**config.mk**
```make
export PLATFORM = sky130hd
export DESIGN_NAME = hdsb_top
export DESIGN_NICKNAME = d
export VERILOG_FILES = /design/src/hw/hdsb_pkg.sv /design/src/hw/hdsb_cfg_if.sv /design/src/hw/hdsb_top.sv /design/src/hw/hdsb_cfg_regs.sv /design/src/hw/hdsb_byte_pick.sv
export SDC_FILE = /design/constraint.sdc
export NUM_CORES = 2
export LEC_CHECK = 0
export BUFFER_PORTS_ARGS = -buffer_cell sky130_fd_sc_hd__buf_2
export CORE_UTILIZATION = 40
export DETAILED_ROUTE_END_ITERATION = 10
export PLACE_DENSITY = 0.68
export SLEW_MARGIN = 10
export SYNTH_ARGS = -nofsm -noshare
export SYNTH_HDL_FRONTEND = slang
export SYNTH_SLANG_ARGS = --single-unit
```
**constraint.sdc**
```tcl
create_clock -name ref_clk -period 4 [get_ports ref_clk]
set_input_delay 0.2 -clock ref_clk [delete_from_list [all_inputs] [get_ports ref_clk]]
set_output_delay 0.2 -clock ref_clk [all_outputs]
set_load 0.02 [all_outputs]
```
**src/hw/hdsb_pkg.sv**
```systemverilog
// constants and types shared by the hub descriptor and string builder
package hdsb_pkg;
   // ---------------------------------------------------------------
   // configuration register map
   // ---------------------------------------------------------------
   localparam int          N_SCALAR      = 7;
   localparam int          IX_CONFIG_ONE = 0;
   localparam int          IX_CUR_BUS    = 1;
   localparam int          IX_CUR_SELF   = 2;
   localparam int          IX_SETTLE     = 3;
   localparam int          IX_FIXED_MASK = 4;
   localparam int          IX_LANG_HI    = 5;
   localparam int          IX_LANG_LO    = 6;
   // entry order follows the IX_ indices above
   localparam logic [6:0][7:0] OFS_SCALAR = {8'h13, 8'h12, 8'h11, 8'h10, 8'h0E, 8'h0F, 8'h06};
   localparam logic [6:0][7:0] RST_SCALAR = {8'h00, 8'h00, 8'h00, 8'h00, 8'h00, 8'h00, 8'h00};
   localparam logic [2:0]  POS_POWER_SOURCE = 3'h7;
   localparam logic [2:0][7:0] OFS_TEXT_LEN  = {8'h16, 8'h15, 8'h14};
   localparam logic [2:0][7:0] OFS_TEXT_BASE = {8'h60, 8'h40, 8'h20};
   localparam logic [7:0]  RST_TEXT_LEN  = 8'h00;
   localparam logic [7:0]  RST_TEXT_BYTE = 8'h00;
   localparam int          TEXT_DEPTH    = 30;
   localparam logic [7:0]  TEXT_MAX      = 8'h1E;
   // ---------------------------------------------------------------
   // descriptor layout
   // ---------------------------------------------------------------
   localparam logic [7:0]  TYPE_HUB       = 8'h29;
   localparam logic [7:0]  TYPE_HUB_OLD   = 8'h00;
   localparam logic [7:0]  TYPE_STRING    = 8'h03;
   localparam logic [7:0]  STR_MAX_INDEX  = 8'h03;
   localparam logic [7:0]  HUB_DESC_LEN   = 8'h09;
   localparam logic [7:0]  OFS_SETTLE     = 8'h05;
   localparam logic [7:0]  OFS_CURRENT    = 8'h06;
   localparam logic [7:0]  OFS_REMOVABLE  = 8'h07;
   localparam logic [7:0]  OFS_PWR_MASK   = 8'h08;
   localparam logic [7:0]  PWR_MASK_VALUE = 8'hFF;
   localparam logic [7:0]  LANG_DESC_LEN  = 8'h04;
   localparam logic [7:0]  STR_HDR_LEN    = 8'h02;
   localparam logic [7:0]  OFS_LANG_LO    = 8'h02;
   localparam logic [7:0]  OFS_LANG_HI    = 8'h03;

   typedef enum logic [1:0] {
      KIND_HUB  = 2'h0,
      KIND_LANG = 2'h1,
      KIND_TEXT = 2'h3
   } hdsb_kind_t;

   typedef enum logic [1:0] {
      ST_IDLE = 2'h0,
      ST_SIZE = 2'h1,
      ST_SEND = 2'h3
   } hdsb_state_t;
endpackage

```
**src/hw/hdsb_cfg_if.sv**
```systemverilog
// configuration values and text read port between store and byte picker
`timescale 1ns/1ns
interface hdsb_cfg_if;
   logic            power_source_select;
   logic [7:0]      ctrl_current_bus_powered;
   logic [7:0]      ctrl_current_self_powered;
   logic [7:0]      settle_time;
   logic [7:0]      fixed_device_mask;
   logic [7:0]      language_code_high;
   logic [7:0]      language_code_low;
   logic [2:0][7:0] text_length;
   logic [1:0]      text_sel;
   logic [4:0]      text_idx;
   logic [7:0]      text_byte;

   modport store (
      output power_source_select, ctrl_current_bus_powered, ctrl_current_self_powered,
      output settle_time, fixed_device_mask, language_code_high, language_code_low,
      output text_length, text_byte,
      input  text_sel, text_idx
   );
   modport pick (
      input  power_source_select, ctrl_current_bus_powered, ctrl_current_self_powered,
      input  settle_time, fixed_device_mask, language_code_high, language_code_low,
      input  text_length, text_byte,
      output text_sel, text_idx
   );
endinterface

```
**src/hw/hdsb_top.sv**
```systemverilog
// hub descriptor tail and string descriptor builder, top level
// Functional notes
// - hub descriptor byte 5 is the configured power-on settle time (2 ms units) as stored.
// - hub descriptor byte 6 is the hub controller current in 1 mA steps.
// - byte 6 takes the bus-powered current when the power source bit is 0, self-powered when 1.
// - hub descriptor byte 7 is the configured fixed device mask as stored.
// - hub descriptor byte 8 is always FFh.
// - the maker, product and serial strings hold at most 30 bytes each.
// - string zero is 04h, 03h, then the language code low byte and high byte.
// - strings 1 to 3 start with the stored length plus 2, then type 03h.
// - from offset 2 the stored text follows, index 1 maker, 2 product, 3 serial.
// - hub class requests are answered for type 29h and for the older type 00h.
`timescale 1ns/1ns
module hdsb_top (
   input  wire logic        ref_clk,
   input  wire logic        rst_b,
   input  wire logic        cfg_wr_en,
   input  wire logic        cfg_rd_en,
   input  wire logic [7:0]  cfg_addr,
   input  wire logic [7:0]  cfg_wdata,
   output logic      [7:0]  cfg_rdata,
   input  wire logic        req_valid,
   input  wire logic [7:0]  req_type,
   input  wire logic [7:0]  req_index,
   input  wire logic [15:0] req_length,
   output logic             req_ready,
   output logic             resp_valid,
   output logic      [7:0]  resp_data,
   output logic      [7:0]  resp_offset,
   output logic             resp_last,
   output logic             resp_empty,
   output logic             resp_stall
);
   // ---------------------------------------------------------------
   // state and datapath registers
   // ---------------------------------------------------------------
   hdsb_pkg::hdsb_state_t state_q;
   hdsb_pkg::hdsb_state_t state_d;
   hdsb_pkg::hdsb_kind_t  kind_q;
   hdsb_pkg::hdsb_kind_t  kind_w;
   logic [1:0]            sel_q;
   logic [7:0]            start_q;
   logic [7:0]            ofs_q;
   logic [7:0]            limit_q;
   logic [15:0]           req_len_q;
   logic                  req_ready_q;
   logic                  resp_valid_q;
   logic [7:0]            resp_data_q;
   logic [7:0]            resp_offset_q;
   logic                  resp_last_q;
   logic                  resp_empty_q;
   logic                  resp_stall_q;
   logic [7:0]            pick_byte;
   logic [7:0]            pick_len;

   hdsb_cfg_if cfg_bus ();

   hdsb_cfg_regs u_regs (
      .ref_clk (ref_clk),
      .rst_b   (rst_b),
      .wr_en   (cfg_wr_en),
      .rd_en   (cfg_rd_en),
      .addr    (cfg_addr),
      .wdata   (cfg_wdata),
      .rdata_q (cfg_rdata),
      .cfg     (cfg_bus.store)
   );

   hdsb_byte_pick u_pick (
      .kind      (kind_q),
      .sel       (sel_q),
      .offset    (ofs_q),
      .pick_byte (pick_byte),
      .desc_len  (pick_len),
      .cfg       (cfg_bus.pick)
   );

   // ---------------------------------------------------------------
   // request decode
   // ---------------------------------------------------------------
   wire       is_hub  = (req_type == hdsb_pkg::TYPE_HUB) || (req_type == hdsb_pkg::TYPE_HUB_OLD);
   wire       is_text = (req_type == hdsb_pkg::TYPE_STRING);
   wire       take    = req_valid && req_ready_q;
   wire       good    = is_hub || (is_text && (req_index <= hdsb_pkg::STR_MAX_INDEX));
   wire       accept  = take && good;
   wire [1:0] sel_w   = 2'(req_index[1:0] - 2'h1);
   // only the tail of the hub descriptor lives here, so it starts mid-way
   wire [7:0] start_w = is_hub ? hdsb_pkg::OFS_SETTLE : 8'h00;

   assign kind_w = is_hub ? hdsb_pkg::KIND_HUB :
                   (req_index == 8'h00) ? hdsb_pkg::KIND_LANG : hdsb_pkg::KIND_TEXT;

   // the text length is only visible through the picker, hence the sizing cycle
   wire [7:0] limit_w = (req_len_q < {8'h00, pick_len}) ? req_len_q[7:0] : pick_len;
   wire       empty_w = start_q >= limit_w;
   wire       last_w  = (ofs_q + 8'h01) >= limit_q;
   wire       sizing  = state_q == hdsb_pkg::ST_SIZE;
   wire       sending = state_q == hdsb_pkg::ST_SEND;

   // ---------------------------------------------------------------
   // sequencer
   // ---------------------------------------------------------------
   always_comb begin
      state_d = state_q;
      unique case (state_q)
         hdsb_pkg::ST_IDLE: begin
            if (accept) state_d = hdsb_pkg::ST_SIZE;
         end
         hdsb_pkg::ST_SIZE: begin
            state_d = empty_w ? hdsb_pkg::ST_IDLE : hdsb_pkg::ST_SEND;
         end
         hdsb_pkg::ST_SEND: begin
            if (last_w) state_d = hdsb_pkg::ST_IDLE;
         end
         default: begin
            state_d = hdsb_pkg::ST_IDLE;
         end
      endcase
   end

   always_ff @(posedge ref_clk or negedge rst_b) begin
      if (!rst_b) state_q <= hdsb_pkg::ST_IDLE;
      else state_q <= state_d;
   end

   always_ff @(posedge ref_clk or negedge rst_b) begin
      if (!rst_b) begin
         kind_q    <= hdsb_pkg::KIND_HUB;
         sel_q     <= 2'h0;
         start_q   <= 8'h00;
         req_len_q <= 16'h0000;
      end else if (accept) begin
         kind_q    <= kind_w;
         sel_q     <= sel_w;
         start_q   <= start_w;
         req_len_q <= req_length;
      end
   end

   always_ff @(posedge ref_clk or negedge rst_b) begin
      if (!rst_b) begin
         limit_q <= 8'h00;
         ofs_q   <= 8'h00;
      end else if (sizing) begin
         limit_q <= limit_w;
         ofs_q   <= start_q;
      end else if (sending) begin
         ofs_q   <= ofs_q + 8'h01;
      end
   end

   // ---------------------------------------------------------------
   // registered outputs
   // ---------------------------------------------------------------
   always_ff @(posedge ref_clk or negedge rst_b) begin
      if (!rst_b) begin
         req_ready_q   <= 1'b1;
         resp_valid_q  <= 1'b0;
         resp_data_q   <= 8'h00;
         resp_offset_q <= 8'h00;
         resp_last_q   <= 1'b0;
         resp_empty_q  <= 1'b0;
         resp_stall_q  <= 1'b0;
      end else begin
         req_ready_q   <= state_d == hdsb_pkg::ST_IDLE;
         resp_valid_q  <= sending;
         resp_data_q   <= pick_byte;
         resp_offset_q <= ofs_q;
         resp_last_q   <= sending && last_w;
         resp_empty_q  <= sizing && empty_w;
         resp_stall_q  <= take && !good;
      end
   end

   assign req_ready   = req_ready_q;
   assign resp_valid  = resp_valid_q;
   assign resp_data   = resp_data_q;
   assign resp_offset = resp_offset_q;
   assign resp_last   = resp_last_q;
   assign resp_empty  = resp_empty_q;
   assign resp_stall  = resp_stall_q;

   wire hub_out  = resp_valid && (kind_q == hdsb_pkg::KIND_HUB);
   wire lang_out = resp_valid && (kind_q == hdsb_pkg::KIND_LANG);
   wire text_out = resp_valid && (kind_q == hdsb_pkg::KIND_TEXT);
endmodule

```
**src/hw/hdsb_cfg_regs.sv**
```systemverilog
// configuration store loaded by the reset default or the parallel register write port
`timescale 1ns/1ns
module hdsb_cfg_regs (
   input  wire logic       ref_clk,
   input  wire logic       rst_b,
   input  wire logic       wr_en,
   input  wire logic       rd_en,
   input  wire logic [7:0] addr,
   input  wire logic [7:0] wdata,
   output logic      [7:0] rdata_q,
   hdsb_cfg_if.store       cfg
);
   logic [7:0] reg_q      [hdsb_pkg::N_SCALAR];
   logic [7:0] text_len_q [3];
   logic [7:0] text_q     [3][hdsb_pkg::TEXT_DEPTH];

   // over-long lengths are clipped so a string never reads past its storage
   wire  [7:0] len_clip = (wdata > hdsb_pkg::TEXT_MAX) ? hdsb_pkg::TEXT_MAX : wdata;

   // ---------------------------------------------------------------
   // storage
   // ---------------------------------------------------------------
   for (genvar r = 0; r < hdsb_pkg::N_SCALAR; r++) begin : g_reg
      wire hit = wr_en && (addr == hdsb_pkg::OFS_SCALAR[r]);
      always_ff @(posedge ref_clk or negedge rst_b) begin
         if (!rst_b) reg_q[r] <= hdsb_pkg::RST_SCALAR[r];
         else if (hit) reg_q[r] <= wdata;
      end
   end

   for (genvar s = 0; s < 3; s++) begin : g_text
      wire len_hit = wr_en && (addr == hdsb_pkg::OFS_TEXT_LEN[s]);
      always_ff @(posedge ref_clk or negedge rst_b) begin
         if (!rst_b) text_len_q[s] <= hdsb_pkg::RST_TEXT_LEN;
         else if (len_hit) text_len_q[s] <= len_clip;
      end
      for (genvar b = 0; b < hdsb_pkg::TEXT_DEPTH; b++) begin : g_byte
         wire hit = wr_en && (addr == hdsb_pkg::OFS_TEXT_BASE[s] + 8'(b));
         always_ff @(posedge ref_clk or negedge rst_b) begin
            if (!rst_b) text_q[s][b] <= hdsb_pkg::RST_TEXT_BYTE;
            else if (hit) text_q[s][b] <= wdata;
         end
      end
      assign cfg.text_length[s] = text_len_q[s];
   end

   // ---------------------------------------------------------------
   // read side
   // ---------------------------------------------------------------
   function automatic logic [7:0] rd_value(input logic [7:0] a);
      logic [7:0] v;
      v = 8'h00;
      for (int r = 0; r < hdsb_pkg::N_SCALAR; r++) begin
         if (a == hdsb_pkg::OFS_SCALAR[r]) v = reg_q[r];
      end
      for (int s = 0; s < 3; s++) begin
         if (a == hdsb_pkg::OFS_TEXT_LEN[s]) v = text_len_q[s];
         if (a >= hdsb_pkg::OFS_TEXT_BASE[s] && a < hdsb_pkg::OFS_TEXT_BASE[s] + hdsb_pkg::TEXT_MAX) begin
            v = text_q[s][5'(a - hdsb_pkg::OFS_TEXT_BASE[s])];
         end
      end
      return v;
   endfunction

   wire       text_ok  = (cfg.text_sel < 2'h3) && ({3'h0, cfg.text_idx} < hdsb_pkg::TEXT_MAX);

   // looked up at the edge: a continuous call would not wake on a store change,
   // so a read right after a write to the same address could return the old byte
   always_ff @(posedge ref_clk or negedge rst_b) begin
      if (!rst_b) rdata_q <= 8'h00;
      else if (rd_en) rdata_q <= rd_value(addr);
   end

   assign cfg.text_byte                 = text_ok ? text_q[cfg.text_sel][cfg.text_idx] : 8'h00;
   assign cfg.power_source_select       = reg_q[hdsb_pkg::IX_CONFIG_ONE][hdsb_pkg::POS_POWER_SOURCE];
   assign cfg.ctrl_current_bus_powered  = reg_q[hdsb_pkg::IX_CUR_BUS];
   assign cfg.ctrl_current_self_powered = reg_q[hdsb_pkg::IX_CUR_SELF];
   assign cfg.settle_time               = reg_q[hdsb_pkg::IX_SETTLE];
   assign cfg.fixed_device_mask         = reg_q[hdsb_pkg::IX_FIXED_MASK];
   assign cfg.language_code_high        = reg_q[hdsb_pkg::IX_LANG_HI];
   assign cfg.language_code_low         = reg_q[hdsb_pkg::IX_LANG_LO];
endmodule

```
**src/hw/hdsb_byte_pick.sv**
```systemverilog
// selects one descriptor byte and the descriptor length
`timescale 1ns/1ns
module hdsb_byte_pick (
   input  hdsb_pkg::hdsb_kind_t kind,
   input  wire logic [1:0]      sel,
   input  wire logic [7:0]      offset,
   output logic      [7:0]      pick_byte,
   output logic      [7:0]      desc_len,
   hdsb_cfg_if.pick             cfg
);
   wire [7:0] current  = cfg.power_source_select ? cfg.ctrl_current_self_powered
                                                 : cfg.ctrl_current_bus_powered;
   wire [7:0] text_len = cfg.text_length[sel];

   wire [7:0] hub_byte =
      (offset == hdsb_pkg::OFS_SETTLE)    ? cfg.settle_time :
      (offset == hdsb_pkg::OFS_CURRENT)   ? current :
      (offset == hdsb_pkg::OFS_REMOVABLE) ? cfg.fixed_device_mask :
      (offset == hdsb_pkg::OFS_PWR_MASK)  ? hdsb_pkg::PWR_MASK_VALUE
                                          : 8'h00;
   wire [7:0] lang_byte =
      (offset == 8'h00)                 ? hdsb_pkg::LANG_DESC_LEN :
      (offset == 8'h01)                 ? hdsb_pkg::TYPE_STRING :
      (offset == hdsb_pkg::OFS_LANG_LO) ? cfg.language_code_low :
                                          cfg.language_code_high;
   wire [7:0] text_b =
      (offset == 8'h00) ? text_len + hdsb_pkg::STR_HDR_LEN :
      (offset == 8'h01) ? hdsb_pkg::TYPE_STRING :
                          cfg.text_byte;

   assign cfg.text_sel = sel;
   assign cfg.text_idx = 5'(offset - hdsb_pkg::STR_HDR_LEN);
   assign pick_byte = (kind == hdsb_pkg::KIND_HUB)  ? hub_byte :
                      (kind == hdsb_pkg::KIND_LANG) ? lang_byte : text_b;
   assign desc_len  = (kind == hdsb_pkg::KIND_HUB)  ? hdsb_pkg::HUB_DESC_LEN :
                      (kind == hdsb_pkg::KIND_LANG) ? hdsb_pkg::LANG_DESC_LEN :
                      text_len + hdsb_pkg::STR_HDR_LEN;
endmodule

```
Word level (Yosys, flattened, before mapping) --
Cells that the tools add are included.
Word-level totals: memories kept 0, bits in latches 0, memory bits (writable) 0, bits in registers 875, output and inout bits 29, word-level logic and storage cells 433, memory bits (read-only) 0
Operators by class: muxes and demuxes 56, multipliers 0, add/subtract/negate cells 7, bitwise logic cells 5, divide/modulo/power cells 0, order comparisons 19, shift operators 0, equality and inequality tests 111, reduce and logical (&&, ||, !) cells 120
Operators with widths (count):
- $bmux W240 S2 | 1
- $eq A8 B7 Y1 const B | 60
- $mux W240 | 2
- $mux W8 | 41
- $eq A8 B6 Y1 const B | 31
- $bmux W8 S5 | 4
- $logic_and A1 B1 Y1 | 110
- $eq A8 B5 Y1 const B | 7
- $eq A8 B3 Y1 const B | 4
- $eq A8 B4 Y1 const B | 3
- $ge A6 B6 Y1 const B | 4
- $logic_not A8 Y1 | 3
- $not A5 Y6 | 4
- $bmux W8 S2 | 1
- $eq A8 B2 Y1 const B | 2
- $ge A8 B7 Y1 const B | 2
- $ge A8 B8 Y1 | 2
- $lt A16 B8 Y1 | 1
- $lt A8 B7 Y1 const B | 2
- $sub A5 B1 Y5 const B | 3
- $mux W2 | 5
- $add A8 B1 Y8 const B | 1
- $add A8 B2 Y8 const B | 1
- $eq A8 B1 Y1 const B | 1
- 19 further kinds | 23

Depth between registers and ports, before layout --
depth in word-level cells 14, gate-level depth with buffers 22, depth with buffers taken out 19

By module --
From an unflattened synthesis, not the netlist that was laid out.
Second synthesis, totals: cells, all modules 3990, area, all modules 47439.2 um^2
Modules (own cells, without submodules):
- hdsb_cfg_regs | cells an instance 3559, seq. area each 20219.4 um^2, times used 1, area an instance 43437.9 um^2
- hdsb_top | cells an instance 263, seq. area each 1502.7 um^2, times used 1, area an instance 2882.8 um^2
- hdsb_byte_pick | cells an instance 168, seq. area each 0.0 um^2, times used 1, area an instance 1118.6 um^2

Worst setup path before layout --
OpenSTA, ideal clock, no wires.
path kind reg-to-reg, from register sel_q[1], to register state_q[0], stages on the path, launching flop included 22, data arrival time 4253 ps, buffers on the path 3, slack -386 ps, path through dfrtp_1 > buf_6 > buf_6 > mux2i_1 > a2bb2oi_1 > inv_1 > ha_1 > and3_1 > xnor2_1 > nand2_1 > ha_1 > a21o_1 > a21oi_1 > o2111ai_1 > or2_1 > buf_2 > mux2_2 > ha_1 > o21ai_0 > a211o_1 > a221oi_2 > o211ai_1
On the way: cells in the longest elaborated chain, start to end 10
RTL lines:
- from (decl) | line hdsb_top.sv:41 | logic [1:0] sel_q;
- from (signal assigned) | line hdsb_top.sv:134 | sel_q <= sel_w;
- $bmux W8 S2 (*) | line hdsb_byte_pick.sv:13 | wire [7:0] text_len = cfg.text_length[sel];
- $mux W8 (implied by the code) (*) | line hdsb_byte_pick.sv:13
- $add A8 B2 Y8 (*) | line hdsb_byte_pick.sv:37 | text_len + hdsb_pkg::STR_HDR_LEN;
- $mux W8 (*) | line hdsb_byte_pick.sv:36 | (kind == hdsb_pkg::KIND_LANG) ? hdsb_pkg::LANG_DESC_LEN :
- $mux W8 (*) | line hdsb_byte_pick.sv:35 | assign desc_len = (kind == hdsb_pkg::KIND_HUB) ? hdsb_pkg::HUB_DESC_LEN :
- $lt A16 B8 Y1 | line hdsb_top.sv:94 | wire [7:0] limit_w = (req_len_q < {8'h00, pick_len}) ? req_len_q[7:0] : pick_len;
- $mux W8 (*) | line hdsb_top.sv:94
- named net limit_w[0] | line hdsb_top.sv:94
- $ge A8 B8 Y1 (*) | line hdsb_top.sv:95 | wire empty_w = start_q >= limit_w;
- $mux W2 (*) | line hdsb_top.sv:110 | state_d = empty_w ? hdsb_pkg::ST_IDLE : hdsb_pkg::ST_SEND;
- $pmux W2 S3 (*) | line hdsb_top.sv:105 | unique case (state_q)
- named net state_d[0] | line hdsb_top.sv:38 | hdsb_pkg::hdsb_state_t state_d;
- to (signal assigned) | line hdsb_top.sv:122 | if (!rst_b) state_q <= hdsb_pkg::ST_IDLE;
- to (signal assigned) | line hdsb_top.sv:123 | else state_q <= state_d;
- to (decl) | line hdsb_top.sv:37 | hdsb_pkg::hdsb_state_t state_q;
Mark *: on every way through the listed nets, which the timed path passes. The rest lies on a longest branch. The select of a mux whose other input is x is not followed. A chain may end at the register's enable or synchronous reset.

Worst setup path in the final report --
from register sel_q[1], to register limit_q[5]
On the way: cells in the longest elaborated chain, start to end 7
RTL lines:
- $bmux W8 S2 (*) | line hdsb_byte_pick.sv:13
- $mux W8 (implied by the code) (*) | line hdsb_byte_pick.sv:13
- $add A8 B2 Y8 (*) | line hdsb_byte_pick.sv:37
- $mux W8 (*) | line hdsb_byte_pick.sv:36
- $mux W8 (*) | line hdsb_byte_pick.sv:35
- $lt A16 B8 Y1 | line hdsb_top.sv:94
- $mux W8 (*) | line hdsb_top.sv:94
- to (signal assigned) | line hdsb_top.sv:145 | limit_q <= limit_w;
- to (decl) | line hdsb_top.sv:44 | logic [7:0] limit_q;
Mark *: on every way between the ends. The rest lies on a longest branch, timed or not. The select of a mux whose other input is x is not followed.

==> summary.txt <==
Critical path
  – Maximum fanout along the worst path: 5
  – Worst setup path class: reg2reg
  – Worst EP arrival: 4760 ps
  – Startpoint Class: register
  – Worst Setup End Kind: register
  – WP data required: 4620 ps

Drt
  – Initial DRT Pass Iterations: 6
  – ANT nets after route: 0
  – Final WL: 161000 um
  – Avg Vias per Cell: 6.51
  – Initial drt markers: 4843
  – DRC: 0
  – Routed via count: 35800
  – DR WL/cell: 29.3 um

Floorplanning
  – DIE HEIGHT: 344 um
  – Die Width: 344 um
  – Die area: 118000 sq um
  – Ports: 82
  – Rows: 125
  – Core Box Area: 116000 sq um
  – Initial Util: 40.3%

Placement
  – Placement Setup Slack: -470 ps
  – RePlAce Congestion: 1.03
  – Number of buffers added on ports: 81
  – Hpwl dp: 109000 um

Clock network
  – H-Tree Depth: 3
  – Clk buf depth: 3
  – Clock-pin slew on the worst setup and hold paths: 60 ps
  – Clock tree sinks: 868
  – CTS Buf Count: 94
  – CTS root buffer: clkbuf_16
  – Clock insertion delay at the later pin of the skew report: 690 ps
  – Clock tree from TritonCTS: done

Power and ir drop
  – Max rail drop VDD: 0.298 mV
  – Cell Pwr Density: 446 nW/um^2
  – P_leak: 24.0 nW

STA
  – Crit share post-route: 104%
  – Worst Skew: 28.0 ps
  – Worst Tran Pin Value: 1330 ps
  – Final setup fails: 5
  – Relative slew slack: 11.1%
  – Worst Slack Setup Final: -141 ps
  – Fmax: 242 MHz
  – Setup_tns: -338 ps
  – Final min period: 4140 ps
  – Fin. Hold Viols: 0
  – Unrepaired setup endpoints after global routing: true
  – Max-slew violations: 0

Finish
  – P&R area growth vs syn: 14.0%
  – Final nets: 3975
  – Max reg flops: 720
  – Largest register by flop count: u_regs.text_q
  – Final core utilization: 45.9%
  – Diodes inserted: 0
  – Layout cells sized above 1: 38.3%

Status
  – Failing checks: negative setup slack
  – Status: finished with violations

Run
  – Max-Cap Viols: 0

Synthesis
  – Yosys cell types: 88
  – Post-synthesis adder-cell area fraction: 0.696%
  – Synth top area share: 46.4%
  – Compound-Gate Fraction of Synth Area: 11.3%
  – Largest family of logic cells by synthesized area: multiplexers
  – Register area share after synthesis: 46.4%
  – Most frequent cell after synthesis: dfrtp_1
  – Synth Area in XOR/XNOR: 0.243%
  – Cells after Synth: 3809
  – Prevailing post-synth register cell: dfrtp_1
  – Post-synthesis simple-gate area fraction: 6.92%
  – #FFs+latches synth: 868
  – Synth cell count leaders: 867 x dfrtp_1, 790 x mux2_2, 223 x nor2_1
  – Number of synthesized flops with an enable pin: 0
  – Syn Nets: 3888
  – Cell taking the most area after synthesis: dfrtp_1
  – Mapped Area: 46800 sq um
  – Top cells by area, synth: dfrtp_1 46%, mux2_2 19%, mux4_2 9.1%
  – FFs w/ async S/R, synth: 100%
  – Mux cell area share after synthesis: 30.7%
  – Warnings from Yosys: 0
  – Syn avg cell area: 12.3 sq um

GRT
  – First-pass GRT wire length: 238000 um
  – Largest net degree at the start of global routing: 134
  – Grt ovf: 0
  – Initial antenna violation count: 6
  – Vias in the first global route: 34700
  – Total Routing Usage GR: 27.0%

Min path
  – Hold Crit Class: in2async
## stage by stage
step / total power, mW / cells / cell area, sq um / hold WS (ps)
finish: 23.8 / 5493 / 53300 / 59.5
floorplan: 12.5 / 3809 / 46800 / -95.6
CTS: 23.6 / 5491 / 53200 / 17.0
detailed placement: 14.5 / 5279 / 49500 / 170
global placement: 14.4 / 5279 / 49500 / 172
global route: 24.5 / 5493 / 53300 / 76.0
## worst max-delay path: stages, from the launching register on
cell       delay [ps]
dfrtp_4           530
mux2i_2           220
a2bb2oi_2         180
inv_2              70
ha_4              170
and3_4            170
xnor2_2           180
nand2_2           100
buf_4             140
buf_4             130
buf_4             120
buf_4             130
buf_4             120
buf_4             120
buf_4             120
buf_4             120
buf_4             120
buf_4             120
buf_4             120
buf_4             120
buf_4             120
buf_4             120
buf_4             120
buf_4             120
buf_4             110
buf_4             110
mux2i_1           130
mux2_4            160
## metal layers
| layer | track usage, % | wire length [um] | vias up |
|---|---|---|---|
| li1 | - | - | 14700 |
| met3 | 6.42 | 16500 | 412 |
| met5 | 0 | 46 | - |
| met2 | 40.7 | 72300 | 2040 |
| met4 | 12.6 | 8090 | 8 |
| met1 | 36.7 | 64200 | 18600 |
## layout by cell type, fill, tap and decap left out, types with 36 or more instances in the layout
cell | netlist | final
buf_4 | 16 | 193
mux2_2 | 790 | 788
o221ai_1 | 83 | 83
a21oi_1 | 83 | 82
or3_1 | 49 | 49
mux4_2 | 190 | 190
nor3_1 | 39 | 36
nor2_1 | 223 | 223
o21ai_0 | 134 | 131
nand2_1 | 174 | 173
inv_1 | 42 | 39
o22ai_1 | 146 | 146
a22oi_1 | 46 | 46
mux2i_1 | 118 | 116
dfrtp_1 | 867 | 863
buf_2 | 102 | 70
clkbuf_16 | 0 | 99
nand2b_1 | 37 | 37
## path summary, 6_finish.rpt
path	slack, ps	cells after the start	end	from
max in group asynchronous	2550	4	u_regs.text_q[423]$_DFFE_PN0P_	rst_b
worst max register to register	-140	27	limit_q[5]$_DFFE_PN0P_	sel_q[1]$_DFFE_PN0P_
worst min-delay path	60	2	sel_q[0]$_DFFE_PN0P_	rst_b
worst min register to register	470	0	resp_offset[7]$_DFF_PN0_	ofs_q[7]$_DFFE_PN0P_
worst max-delay path	-140	27	limit_q[5]$_DFFE_PN0P_	sel_q[1]$_DFFE_PN0P_
min in group ref_clk	60	4	kind_q[0]$_DFFE_PN0P_	req_type[1]
## cells by family (layout without fill, tap and decap cells)
| kind of cell | after synthesis | after routing |
|---|---|---|
| DFF | 868 | 868 |
| adders and majority gates | 26 | 26 |
| buffers and inverters | 370 | 530 |
| and+or+nand+nor | 675 | 675 |
| xor gates and xnor gates | 13 | 13 |
| muxes | 1098 | 1098 |
| AOI/OAI and AO/OA | 759 | 759 |
## power breakdown
group | switching [mW] | internal (mW)
Combinational | 3.05 | 1.86
Sequential | 0.452 | 9.25
Clock | 3.73 | 5.42
## timing repair
action,in CTS,in global routing
hold endpoints to repair,245,0
hold buffers,22,0
setup endpoints to repair,4,6
setup buffers,21,3
pin swaps,16,16
gates resized for setup,20,21
cloned,0,0
## area by class of cell
type	instances	area [sq um]
Multi-Input combinational cell	2571	23600
Tap cell	1524	1910
Clock buffer	138	2830
Sequential cell	868	21700
Inverter	44	175
Timing Repair Buffer	317	2630
Fill cell	10400	62700
Clock inverter	31	404
Power figures use the tool's default switching activity.
